--- src/logic/fcs_defs.svh ---
// Constants for the flash command sequencer host: offsets, fields, codes and timing
`ifndef FCS_DEFS_SVH
`define FCS_DEFS_SVH

// ----------------------------------------------------------------------------
// Register offsets, byte addresses on AXI4-Lite
// ----------------------------------------------------------------------------
`define FCS_OFF_CTRL    6'h00
`define FCS_OFF_CFG     6'h04
`define FCS_OFF_ADDR    6'h08
`define FCS_OFF_WDATA   6'h0C
`define FCS_OFF_STATUS  6'h10
`define FCS_OFF_RDATA   6'h14

// ----------------------------------------------------------------------------
// Field positions and reset values
// ----------------------------------------------------------------------------
`define FCS_CTRL_OP_LSB   0
`define FCS_CTRL_GO_BIT   8
`define FCS_CFG_BYTE_BIT  0
`define FCS_ST_BUSY_BIT   0
`define FCS_ST_DONE_BIT   1
`define FCS_ST_FAIL_BIT   2
`define FCS_ST_TOUT_BIT   3
`define FCS_CFG_RESET     1'b0
`define FCS_POLL_BIT      7
`define FCS_TOUT_BIT      5

// ----------------------------------------------------------------------------
// Flash bus codes
// ----------------------------------------------------------------------------
`define FCS_UNLOCK1_WORD  20'h00555
`define FCS_UNLOCK2_WORD  20'h002AA
`define FCS_UNLOCK1_BYTE  20'h00AAA
`define FCS_UNLOCK2_BYTE  20'h00555
`define FCS_CODE_UNLK1    8'hAA
`define FCS_CODE_UNLK2    8'h55
`define FCS_CODE_RESET    8'hF0
`define FCS_CODE_IDENT    8'h90
`define FCS_CODE_PROG     8'hA0
`define FCS_CODE_ERSETUP  8'h80
`define FCS_CODE_CHIPER   8'h10
`define FCS_CODE_SECTER   8'h30
`define FCS_CODE_SUSPEND  8'hB0
`define FCS_CODE_RESUME   8'h30

// ----------------------------------------------------------------------------
// Bus timing, nanoseconds, and derived clock counts at 100 MHz
// ----------------------------------------------------------------------------
`define FCS_CLK_NS        10
`define FCS_SETUP_NS      20
`define FCS_WE_NS         50
`define FCS_HOLD_NS       20
`define FCS_ACCESS_NS     70
`define FCS_SETUP_CYC     ((`FCS_SETUP_NS + `FCS_CLK_NS - 1) / `FCS_CLK_NS)
`define FCS_WE_CYC        ((`FCS_WE_NS + `FCS_CLK_NS - 1) / `FCS_CLK_NS)
`define FCS_HOLD_CYC      ((`FCS_HOLD_NS + `FCS_CLK_NS - 1) / `FCS_CLK_NS)
`define FCS_ACCESS_CYC    ((`FCS_ACCESS_NS + `FCS_CLK_NS - 1) / `FCS_CLK_NS)

`endif

--- src/logic/fcs_pkg.sv ---
// Types for the flash command sequencer host
package fcs_pkg;

  // Operations software can launch through the control register
  typedef enum logic [3:0] {
    FCS_OP_READ     = 4'h0,
    FCS_OP_RESET    = 4'h1,
    FCS_OP_IDENT    = 4'h2,
    FCS_OP_PROGRAM  = 4'h3,
    FCS_OP_CHIP_ER  = 4'h4,
    FCS_OP_SECT_ER  = 4'h5,
    FCS_OP_SUSPEND  = 4'h6,
    FCS_OP_RESUME   = 4'h7
  } fcs_op_e;

  // Bus cycle timing states
  typedef enum logic [2:0] {
    FCS_ST_IDLE,
    FCS_ST_SETUP,
    FCS_ST_PULSE,
    FCS_ST_RECOV,
    FCS_ST_DECIDE
  } fcs_state_e;

  // What the current bus cycle is for
  typedef enum logic [2:0] {
    FCS_PH_CMD,
    FCS_PH_POLL,
    FCS_PH_RECHECK,
    FCS_PH_FINAL,
    FCS_PH_ABORT
  } fcs_phase_e;

endpackage

--- src/logic/fcs_sync.sv ---
// Three-stage synchroniser for the flash data input bus
`timescale 1ns/10ps
module fcs_sync #(
  parameter int W = 16
) (
  input  wire logic         i_sys_clk,
  input  wire logic         i_resetn,
  input  wire logic [W-1:0] i_async,
  output logic      [W-1:0] o_stage2,
  output logic      [W-1:0] o_stage3
);

  logic [W-1:0] s1_reg;
  logic [W-1:0] s2_reg;
  logic [W-1:0] s3_reg;

  // First stage feeds only the second; callers compare stages two and three
  always_ff @(posedge i_sys_clk)
  begin
    if (!i_resetn)
    begin
      s1_reg <= '0;
      s2_reg <= '0;
      s3_reg <= '0;
    end
    else
    begin
      s1_reg <= i_async;
      s2_reg <= s1_reg;
      s3_reg <= s2_reg;
    end
  end

  assign o_stage2 = s2_reg;
  assign o_stage3 = s3_reg;

endmodule // fcs_sync

--- src/logic/fcs_host.sv ---
// Host controller that drives a parallel NOR flash command bus from AXI4-Lite
//
// How it works
// - F0 write returns device to array read
// - Commands start with two unlock writes; reset, suspend and resume go out here as single writes
// - Unlock, 90, then read identification offset
// - Program: unlocks, A0, data at address
// - Erase: six writes, 10 or 30 last
// - Host polls at the programmed address
// - Host polls inside a selected sector
// - Valid data only from next read
// - Recheck polling bit after timeout bit
//
// Local design decisions: the register offsets and the AXI4-Lite register port.
`timescale 1ns/10ps
`include "fcs_defs.svh"
module fcs_host #(
  parameter int AW        = 20,
  parameter int SETUP_CYC = `FCS_SETUP_CYC,
  parameter int WE_CYC    = `FCS_WE_CYC,
  parameter int HOLD_CYC  = `FCS_HOLD_CYC,
  parameter int ACC_CYC   = `FCS_ACCESS_CYC
) (
  input  wire logic          i_sys_clk,
  input  wire logic          i_resetn,
  // AXI4-Lite slave
  input  wire logic [5:0]    i_awaddr,
  input  wire logic          i_awvalid,
  output logic               o_awready,
  input  wire logic [31:0]   i_wdata,
  input  wire logic [3:0]    i_wstrb,
  input  wire logic          i_wvalid,
  output logic               o_wready,
  output logic [1:0]         o_bresp,
  output logic               o_bvalid,
  input  wire logic          i_bready,
  input  wire logic [5:0]    i_araddr,
  input  wire logic          i_arvalid,
  output logic               o_arready,
  output logic [31:0]        o_rdata,
  output logic [1:0]         o_rresp,
  output logic               o_rvalid,
  input  wire logic          i_rready,
  // Flash pins
  output logic [AW-1:0]      o_flash_addr,
  input  wire logic [15:0]   i_flash_dq,
  output logic [15:0]        o_flash_dq,
  output logic               o_flash_dq_oe,
  output logic               o_flash_ce_n,
  output logic               o_flash_we_n,
  output logic               o_flash_oe_n,
  output logic               o_flash_byte_n
);

  // --------------------------------------------------------------------------
  // Sequence table
  // --------------------------------------------------------------------------
  // One bus cycle: {is_read, address, data}. Upper data bits are driven zero
  // on command cycles since the device does not look at them.
  function automatic logic [AW+16:0] step(input fcs_pkg::fcs_op_e op,
                                           input logic [2:0] idx,
                                           input logic byte_m,
                                           input logic [AW-1:0] a,
                                           input logic [15:0] d);
    logic [AW-1:0] u1;
    logic [AW-1:0] u2;
    logic [7:0]    cmd;
    u1 = byte_m ? AW'(`FCS_UNLOCK1_BYTE) : AW'(`FCS_UNLOCK1_WORD);
    u2 = byte_m ? AW'(`FCS_UNLOCK2_BYTE) : AW'(`FCS_UNLOCK2_WORD);
    cmd = (op == fcs_pkg::FCS_OP_IDENT)   ? `FCS_CODE_IDENT :
          (op == fcs_pkg::FCS_OP_PROGRAM) ? `FCS_CODE_PROG  : `FCS_CODE_ERSETUP;
    step = {1'b0, u1, 8'h00, `FCS_CODE_UNLK1};
    case (op)
      fcs_pkg::FCS_OP_READ:    step = {1'b1, a, 16'h0000};
      fcs_pkg::FCS_OP_RESET:   step = {1'b0, a, 8'h00, `FCS_CODE_RESET};
      fcs_pkg::FCS_OP_SUSPEND: step = {1'b0, a, 8'h00, `FCS_CODE_SUSPEND};
      fcs_pkg::FCS_OP_RESUME:  step = {1'b0, a, 8'h00, `FCS_CODE_RESUME};
      default:
      begin
        case (idx)
          3'd0: step = {1'b0, u1, 8'h00, `FCS_CODE_UNLK1};
          3'd1: step = {1'b0, u2, 8'h00, `FCS_CODE_UNLK2};
          3'd2: step = {1'b0, u1, 8'h00, cmd};
          3'd3:
          begin
            if (op == fcs_pkg::FCS_OP_IDENT)
              step = {1'b1, a, 16'h0000};
            else if (op == fcs_pkg::FCS_OP_PROGRAM)
              step = {1'b0, a, d};
            else
              step = {1'b0, u1, 8'h00, `FCS_CODE_UNLK1};
          end
          3'd4:
          begin
            if (op == fcs_pkg::FCS_OP_IDENT)
              step = {1'b0, u1, 8'h00, `FCS_CODE_RESET};
            else
              step = {1'b0, u2, 8'h00, `FCS_CODE_UNLK2};
          end
          default:
          begin
            if (op == fcs_pkg::FCS_OP_CHIP_ER)
              step = {1'b0, u1, 8'h00, `FCS_CODE_CHIPER};
            else
              step = {1'b0, a, 8'h00, `FCS_CODE_SECTER};
          end
        endcase
      end
    endcase
  endfunction

  // Number of bus cycles in each command sequence
  function automatic logic [2:0] seq_len(input fcs_pkg::fcs_op_e op);
    case (op)
      fcs_pkg::FCS_OP_IDENT:   seq_len = 3'd5;
      fcs_pkg::FCS_OP_PROGRAM: seq_len = 3'd4;
      fcs_pkg::FCS_OP_CHIP_ER: seq_len = 3'd6;
      fcs_pkg::FCS_OP_SECT_ER: seq_len = 3'd6;
      default:                 seq_len = 3'd1;
    endcase
  endfunction

  // --------------------------------------------------------------------------
  // Declarations
  // --------------------------------------------------------------------------
  fcs_pkg::fcs_state_e st_reg,    st_next;
  fcs_pkg::fcs_phase_e ph_reg,    ph_next;
  fcs_pkg::fcs_op_e    op_reg,    op_next;
  logic [2:0]          idx_reg,   idx_next;
  logic [7:0]          cnt_reg,   cnt_next;
  logic [AW+16:0]      cyc_reg,   cyc_next;
  logic [15:0]         rd_reg,    rd_next;
  logic                byte_reg,  byte_next;
  logic [AW-1:0]       addr_reg,  addr_next;
  logic [15:0]         wd_reg,    wd_next;
  logic                done_reg,  done_next;
  logic                fail_reg,  fail_next;
  logic                tout_reg,  tout_next;
  logic                bv_reg,    bv_next;
  logic [1:0]          br_reg,    br_next;
  logic                rv_reg,    rv_next;
  logic [31:0]         rdat_reg,  rdat_next;
  logic [1:0]          rr_reg,    rr_next;
  logic [15:0]         dq_s2;
  logic [15:0]         dq_s3;
  logic                wr_fire;
  logic                rd_fire;
  logic                go;
  logic                busy;
  logic                poll_ok;

  fcs_sync #(
    .W (16)
  ) u_dq_sync (
    .i_sys_clk (i_sys_clk),
    .i_resetn  (i_resetn),
    .i_async   (i_flash_dq),
    .o_stage2  (dq_s2),
    .o_stage3  (dq_s3)
  );

  // --------------------------------------------------------------------------
  // AXI4-Lite slave
  // --------------------------------------------------------------------------
  // Address and data are taken together, so either arrival order works
  assign busy      = (st_reg != fcs_pkg::FCS_ST_IDLE);
  assign wr_fire   = i_awvalid && i_wvalid && !bv_reg;
  assign rd_fire   = i_arvalid && !rv_reg;
  assign o_awready = wr_fire;
  assign o_wready  = wr_fire;
  assign o_arready = rd_fire;
  assign o_bvalid  = bv_reg;
  assign o_bresp   = br_reg;
  assign o_rvalid  = rv_reg;
  assign o_rdata   = rdat_reg;
  assign o_rresp   = rr_reg;
  // A launch while busy is dropped so no command lands mid-algorithm
  assign go = wr_fire && (i_awaddr == `FCS_OFF_CTRL) && i_wstrb[1] &&
              i_wdata[`FCS_CTRL_GO_BIT] && !busy;

  // Register writes, responses and read data
  always_comb
  begin
    bv_next   = bv_reg;
    br_next   = br_reg;
    rv_next   = rv_reg;
    rdat_next = rdat_reg;
    rr_next   = rr_reg;
    byte_next = byte_reg;
    addr_next = addr_reg;
    wd_next   = wd_reg;
    if (bv_reg && i_bready)
      bv_next = 1'b0;
    if (rv_reg && i_rready)
      rv_next = 1'b0;
    if (wr_fire)
    begin
      bv_next = 1'b1;
      br_next = 2'b00;
      case (i_awaddr)
        `FCS_OFF_CTRL, `FCS_OFF_STATUS, `FCS_OFF_RDATA: ;
        `FCS_OFF_CFG:
          if (i_wstrb[0] && !busy)
            byte_next = i_wdata[`FCS_CFG_BYTE_BIT];
        `FCS_OFF_ADDR:
          if (!busy)
            addr_next = i_wdata[AW-1:0];
        `FCS_OFF_WDATA:
          if (!busy)
            wd_next = i_wdata[15:0];
        default: br_next = 2'b10;
      endcase
    end
    if (rd_fire)
    begin
      rv_next = 1'b1;
      rr_next = 2'b00;
      case (i_araddr)
        `FCS_OFF_CTRL:   rdat_next = {28'h0000000, op_reg};
        `FCS_OFF_CFG:    rdat_next = {31'h00000000, byte_reg};
        `FCS_OFF_ADDR:   rdat_next = {{(32-AW){1'b0}}, addr_reg};
        `FCS_OFF_WDATA:  rdat_next = {16'h0000, wd_reg};
        `FCS_OFF_STATUS: rdat_next = {28'h0000000, tout_reg, fail_reg, done_reg, busy};
        `FCS_OFF_RDATA:  rdat_next = {16'h0000, rd_reg};
        default:
        begin
          rdat_next = 32'h00000000;
          rr_next   = 2'b10;
        end
      endcase
    end
  end

  always_ff @(posedge i_sys_clk)
  begin
    if (!i_resetn)
    begin
      bv_reg   <= 1'b0;
      br_reg   <= 2'b00;
      rv_reg   <= 1'b0;
      rdat_reg <= 32'h00000000;
      rr_reg   <= 2'b00;
      byte_reg <= `FCS_CFG_RESET;
      addr_reg <= '0;
      wd_reg   <= 16'h0000;
    end
    else
    begin
      bv_reg   <= bv_next;
      br_reg   <= br_next;
      rv_reg   <= rv_next;
      rdat_reg <= rdat_next;
      rr_reg   <= rr_next;
      byte_reg <= byte_next;
      addr_reg <= addr_next;
      wd_reg   <= wd_next;
    end
  end

  // --------------------------------------------------------------------------
  // Flash bus sequencer
  // --------------------------------------------------------------------------
  // Program expects true bit seven of its data; erase expects a one
  assign poll_ok = (op_reg == fcs_pkg::FCS_OP_PROGRAM) ?
                   (rd_reg[`FCS_POLL_BIT] == wd_reg[`FCS_POLL_BIT]) :
                   rd_reg[`FCS_POLL_BIT];

  // Cycle timing and the decision after every bus cycle
  always_comb
  begin
    st_next   = st_reg;
    ph_next   = ph_reg;
    op_next   = op_reg;
    idx_next  = idx_reg;
    cnt_next  = cnt_reg;
    cyc_next  = cyc_reg;
    rd_next   = rd_reg;
    done_next = done_reg;
    fail_next = fail_reg;
    tout_next = tout_reg;
    case (st_reg)
      fcs_pkg::FCS_ST_IDLE:
        if (go)
        begin
          op_next   = fcs_pkg::fcs_op_e'(i_wdata[`FCS_CTRL_OP_LSB +: 4]);
          ph_next   = fcs_pkg::FCS_PH_CMD;
          idx_next  = 3'd0;
          cyc_next  = step(fcs_pkg::fcs_op_e'(i_wdata[`FCS_CTRL_OP_LSB +: 4]), 3'd0,
                           byte_reg, addr_reg, wd_reg);
          cnt_next  = 8'(SETUP_CYC);
          done_next = 1'b0;
          fail_next = 1'b0;
          tout_next = 1'b0;
          st_next   = fcs_pkg::FCS_ST_SETUP;
        end
      fcs_pkg::FCS_ST_SETUP:
        if (cnt_reg <= 8'd1)
        begin
          // Write strobe falls after chip select, so it is the later edge
          cnt_next = cyc_reg[AW+16] ? 8'(ACC_CYC) : 8'(WE_CYC);
          st_next  = fcs_pkg::FCS_ST_PULSE;
        end
        else
          cnt_next = cnt_reg - 8'd1;
      fcs_pkg::FCS_ST_PULSE:
        if (cnt_reg > 8'd1)
          cnt_next = cnt_reg - 8'd1;
        else if (!cyc_reg[AW+16])
        begin
          // Write strobe rises first; data held past it through recovery
          cnt_next = 8'(HOLD_CYC);
          st_next  = fcs_pkg::FCS_ST_RECOV;
        end
        else if (dq_s2 == dq_s3)
        begin
          // Read sampled only once the synchronised bus is steady
          rd_next  = dq_s3;
          cnt_next = 8'(HOLD_CYC);
          st_next  = fcs_pkg::FCS_ST_RECOV;
        end
      fcs_pkg::FCS_ST_RECOV:
        if (cnt_reg <= 8'd1)
          st_next = fcs_pkg::FCS_ST_DECIDE;
        else
          cnt_next = cnt_reg - 8'd1;
      fcs_pkg::FCS_ST_DECIDE:
      begin
        st_next  = fcs_pkg::FCS_ST_SETUP;
        cnt_next = 8'(SETUP_CYC);
        case (ph_reg)
          fcs_pkg::FCS_PH_CMD:
            if (idx_reg + 3'd1 < seq_len(op_reg))
            begin
              idx_next = idx_reg + 3'd1;
              cyc_next = step(op_reg, idx_reg + 3'd1, byte_reg, addr_reg, wd_reg);
            end
            else if (op_reg == fcs_pkg::FCS_OP_PROGRAM ||
                     op_reg == fcs_pkg::FCS_OP_CHIP_ER ||
                     op_reg == fcs_pkg::FCS_OP_SECT_ER)
            begin
              // Polling starts only after the last write strobe has risen
              ph_next  = fcs_pkg::FCS_PH_POLL;
              cyc_next = {1'b1, addr_reg, 16'h0000};
            end
            else
            begin
              done_next = 1'b1;
              st_next   = fcs_pkg::FCS_ST_IDLE;
            end
          fcs_pkg::FCS_PH_POLL:
            if (poll_ok)
              ph_next = fcs_pkg::FCS_PH_FINAL;
            else if (rd_reg[`FCS_TOUT_BIT])
            begin
              tout_next = 1'b1;
              ph_next   = fcs_pkg::FCS_PH_RECHECK;
            end
          fcs_pkg::FCS_PH_RECHECK:
            if (poll_ok)
              ph_next = fcs_pkg::FCS_PH_FINAL;
            else
            begin
              // Failed operation: a reset write brings back array reads
              ph_next  = fcs_pkg::FCS_PH_ABORT;
              cyc_next = {1'b0, addr_reg, 8'h00, `FCS_CODE_RESET};
            end
          fcs_pkg::FCS_PH_ABORT:
          begin
            fail_next = 1'b1;
            done_next = 1'b1;
            st_next   = fcs_pkg::FCS_ST_IDLE;
          end
          default:
          begin
            // Read after the poll turned true carries trustworthy data
            done_next = 1'b1;
            st_next   = fcs_pkg::FCS_ST_IDLE;
          end
        endcase
      end
      default: st_next = fcs_pkg::FCS_ST_IDLE;
    endcase
  end

  always_ff @(posedge i_sys_clk)
  begin
    if (!i_resetn)
    begin
      st_reg   <= fcs_pkg::FCS_ST_IDLE;
      ph_reg   <= fcs_pkg::FCS_PH_CMD;
      op_reg   <= fcs_pkg::FCS_OP_READ;
      idx_reg  <= 3'd0;
      cnt_reg  <= 8'h00;
      cyc_reg  <= '0;
      rd_reg   <= 16'h0000;
      done_reg <= 1'b0;
      fail_reg <= 1'b0;
      tout_reg <= 1'b0;
    end
    else
    begin
      st_reg   <= st_next;
      ph_reg   <= ph_next;
      op_reg   <= op_next;
      idx_reg  <= idx_next;
      cnt_reg  <= cnt_next;
      cyc_reg  <= cyc_next;
      rd_reg   <= rd_next;
      done_reg <= done_next;
      fail_reg <= fail_next;
      tout_reg <= tout_next;
    end
  end

  // --------------------------------------------------------------------------
  // Pin drive
  // --------------------------------------------------------------------------
  // Chip select spans setup to recovery so both strobe edges fall inside it
  assign o_flash_addr   = cyc_reg[AW+15:16];
  assign o_flash_dq     = cyc_reg[15:0];
  assign o_flash_dq_oe  = !cyc_reg[AW+16] && (st_reg == fcs_pkg::FCS_ST_PULSE ||
                                              st_reg == fcs_pkg::FCS_ST_RECOV);
  assign o_flash_ce_n   = !(st_reg == fcs_pkg::FCS_ST_SETUP ||
                            st_reg == fcs_pkg::FCS_ST_PULSE ||
                            st_reg == fcs_pkg::FCS_ST_RECOV);
  assign o_flash_we_n   = !(st_reg == fcs_pkg::FCS_ST_PULSE && !cyc_reg[AW+16]);
  assign o_flash_oe_n   = !(st_reg == fcs_pkg::FCS_ST_PULSE && cyc_reg[AW+16]);
  assign o_flash_byte_n = !byte_reg;

endmodule // fcs_host

--- config.mk ---
export PLATFORM = sky130hd
export DESIGN_NAME = fcs_host
export DESIGN_NICKNAME = d
export VERILOG_FILES = /design/src/logic/fcs_pkg.sv /design/src/logic/fcs_sync.sv /design/src/logic/fcs_host.sv
export VERILOG_INCLUDE_DIRS = /design/src /design/src/logic
export SDC_FILE = /design/constraint.sdc
export NUM_CORES = 1
export LEC_CHECK = 0
export BUFFER_PORTS_ARGS = -buffer_cell sky130_fd_sc_hd__buf_4
export CAP_MARGIN = 20
export CORE_MARGIN = 4
export CORE_UTILIZATION = 53
export CTS_BUF_LIST = sky130_fd_sc_hd__clkbuf_16
export DETAILED_ROUTE_END_ITERATION = 6
export PLACE_DENSITY_LB_ADDON = 0.12
export RECOVER_POWER = 25
export SLEW_MARGIN = 10
export SYNTH_ARGS = -nofsm -noshare
export SYNTH_HDL_FRONTEND = slang
export SYNTH_HIERARCHICAL = 1
export SYNTH_SLANG_ARGS = --single-unit
export TNS_END_PERCENT = 5
--- constraint.sdc ---
create_clock -name i_sys_clk -period 8.2 [get_ports i_sys_clk]
set_input_delay 2.46 -clock i_sys_clk [delete_from_list [all_inputs] [get_ports i_sys_clk]]
set_output_delay 2.46 -clock i_sys_clk [all_outputs]
set_load 0.005 [all_outputs]
==> flow_summary_export.csv <==
group,metric,value,unit
floorplan,row_count,47,
job,cap_violations,1,
place,placedCellCount,1333,
worst_setup_path,r2r_slack,4.66,ns
worst_setup_path,cp-start-kind,"input port",
worst_setup_path,r2r-end,"cyc_reg[26]",
timing,slew_violations,90,
worst_setup_path,cpMostUsedCell,"buf_4",
worst_setup_path,worstPathCellList,"buf_4 -> nand2b_1 -> buf_4 -> clkinv_1 -> buf_4",
worst_setup_path,max_stage_delay,0.32,ns
worst_setup_path,crit_fanout,21,
global_route,grt_first_pass_wirelength,37350,µm
pwr,clockPowerShare,38.7,%
synth,synth_edf_count,0,
synth,postSynthAreaPerCell,8.423,µm²
clock_network,clk_path_buf_depth,2,
drt,wl_per_cell,16.84,µm
synth,synth-seq-cells,186,
finish,fin_cells,1365,
timing,tightest_slew,3.286,ns
clock_network,numCtsBuffers,17,
synth,yosys_most_used_dff,"dfxtp_1",
timing,hold_viol_final,0,
min_path,worstHoldPathType,"flip-flop to flip-flop",
floorplan,io_pins,153,
worst_setup_path,endpoint_kind,"primary output",
pwr,p_comb_share,14.7,%
floorplan,fp.dieW,139.6,µm
clock_network,cts_max_level,4,
drt,drc_errors,0,
synth,async_flop_share,0,%
pwr,p_sw,596.5,µW
pwr,swShare,28.84,%
clock_network,clkLatencyLatePin,0.43,ns
drt,drt_iter0_markers,673,
synth,synth_top_area_share,40.59,%
worst_setup_path,crit_family,"buffers and inverters",
clock_network,cts_resized,0,
drt,via_per_inst,5.712,
timing,fin_tns_setup,0,ns
floorplan,initial_core_util,54.73,%
min_path,whs_path_depth,1,
worst_setup_path,crit_buf_inv,4,
timing,rsz0062_at_grt,"false",
min_path,hp-start,"u_dq_sync/s1_reg[1]",
timing,clock.fmax,168.9,MHz
drt,postRouteAntennaNets,0,
pwr,vdd_drop_max,0.0001440,V
pwr,internal_power,1.472,mW
synth,postSynthCellCount,1089,
synth,netlist_area,0.009173,mm²
drt,drt_pass1_iterations,6,
pwr,p_seq_share,46.6,%
pwr,finalPower,2.068,mW
synth,netlist_top_cells_count,"186 x dfxtp_1, 174 x nand2_1, 79 x a21boi_0, 63 x nand3_1, 55 x clkbuf_1",
synth,ys_seq_area_share,40.59,%
global_route,grt_max_degree,103,
drt,wirelength,22990,µm
synth,synth.most_common_cell,"dfxtp_1",
floorplan,core_area,0.01676,mm²
pwr,powerDensity,198.9,mW/mm²
timing,clock_skew,0.01066,ns
global_route,grt_pass1_vias,7153,
floorplan,die_area,0.01948,mm²
worst_setup_path,critPathArrivalTime,3.46,ns
clock_network,numClockSinks,186,
finish,area_growth,13.39,%
place,port_buffers,124,
clock_network,clkSlewWorstSetupHoldPaths,0.07,ns
finish,n_antenna_cell,0,
global_route,antenna_found_initial,0,
timing,fin_crit_sh,72.19,%
worst_setup_path,crit_slowest_cell,"clkinv_1",
status,outcome,"complete, but fails checks",
place,gp_congestion,0.9188,
floorplan,die_h,139.6,µm
worst_setup_path,reg2reg_from,"idx_reg[0]",
global_route,grt_overflow,0,
timing,setup_viol,0,
drt,via_count,7797,
synth,yosysUniqueCellTypes,84,
clock_network,clockRootBuffer,"clkbuf_16",
clock_network,cts_tree,"built",
min_path,whs_endpoint,"u_dq_sync/o_stage2[1]",
pwr,power_leakage,3.865,nW
worst_setup_path,critical_path_class,"input port to primary output",
synth,yosys.area.top_type,"dfxtp_1",
timing,hold_ws,0.4344,ns
finish,largest_reg_flops,37,
place,hpwl,16120,µm
status,violations,"capacitance limit, slew limit",
synth,ys_top_cells_by_area,"dfxtp_1 41%, nand2_1 7.1%, a21boi_0 6.5%",
timing,finalCriticalPeriod,5.919,ns
finish,fin_nets,1214,
clock_network,hold_buffers,0,
finish,drive_gt1_share,18.25,%
timing,slew_headroom,-119.1,%
worst_setup_path,reg2regPathDepth,11,
finish,final_util,62.06,%
clock_network,post_cts_buffers,0,
synth,ys.warnings.count,6,
worst_setup_path,crit_required,5.74,ns
global_route,gr-usage-all-layers,23.25,%
[cell families after synthesis]
group,count (synthesis),share of synthesized area (%)
mux,21,2.292
flops,186,40.59
buf+inv,134,7.980
compound gates,277,20.94
fa+ha+maj,11,1.473
simple gates,439,24.77
other cells,1,0.04088
xor+xnor,20,1.910
[routing by layer]
layer / up-vias / track usage (%) / wire, µm
met5: - / 0 / 0
met4: 0 / 9.230 / 719
met3: 43 / 4.528 / 1527
met2: 280 / 35.09 / 10060
met1: 3615 / 32.86 / 10680
li1: 3859 / - / -
[layout make-up]
type / instances / area, µm²
Multi-Input combinational cell: 782 / 4775
Fill cell: 1511 / 6359
Inverter: 12 / 45.04
Timing Repair Buffer: 134 / 1002
Clock inverter: 14 / 155.1
Tap cell: 220 / 275.3
Clock buffer: 17 / 425.4
Sequential cell: 186 / 3724
[worst max-delay path by stage]
stage | from | slack (ns) | to | depth (start not counted)
finish | i_arvalid | 2.28 | o_arready | 5
global route | i_resetn | 2.07 | o_rresp[1] | 4
CTS | i_arvalid | 2.30 | o_arready | 5
detailed placement | i_arvalid | 2.31 | o_arready | 5
global placement | i_arvalid | 2.29 | o_arready | 5
floorplan | i_wvalid | 2.84 | o_wready | 3
[stage by stage]
stage / instance area [µm²] / worst slack [ns]
3_3_place_gp: 9817 / 2.292
6_report: 10400 / 2.281
4_1_cts: 10400 / 2.304
2_1_floorplan: 9221 / 2.841
3_5_place_dp: 9817 / 2.307
5_1_grt: 10400 / 2.069
[cells in the final DEF, fill, tap and decap left out, types with 7 or more instances in the layout]
cell       synthesis  layout
a21boi_0          79      79
a21oi_1           36      36
a22o_1             9       9
a22oi_1           11      11
a31oi_1           16      16
and2_1            33      33
and2_2            21      21
and3_1             7       7
buf_4             52      72
clkbuf_16          0      17
clkbuf_4           0      58
conb_1             1      14
dfxtp_1          186     186
ha_1              10      10
inv_1             11      11
mux2i_1           21      21
nand2_1          174     174
nand3_1           63      63
nand4_1           10      10
nor2_1            39      38
nor2b_1           18      18
nor3_1            14      14
nor3b_1            7       7
o211ai_1           7       7
o21ai_0           54      54
or3_1             10      10
xnor2_1           19      19
[power groups by stage]
stage | clock (mW) | sequential, mW | combinational (mW)
final | 0.801 | 0.963 | 0.304
after CTS | 0.815 | 0.963 | 0.304
after floorplan | 0 | 0.971 | 0.236
after global placement | 0 | 0.983 | 0.300
after detailed placement | 0 | 0.984 | 0.304
after global routing | 0.848 | 0.969 | 0.342
No activity file was read; power rests on OpenSTA's default activity.
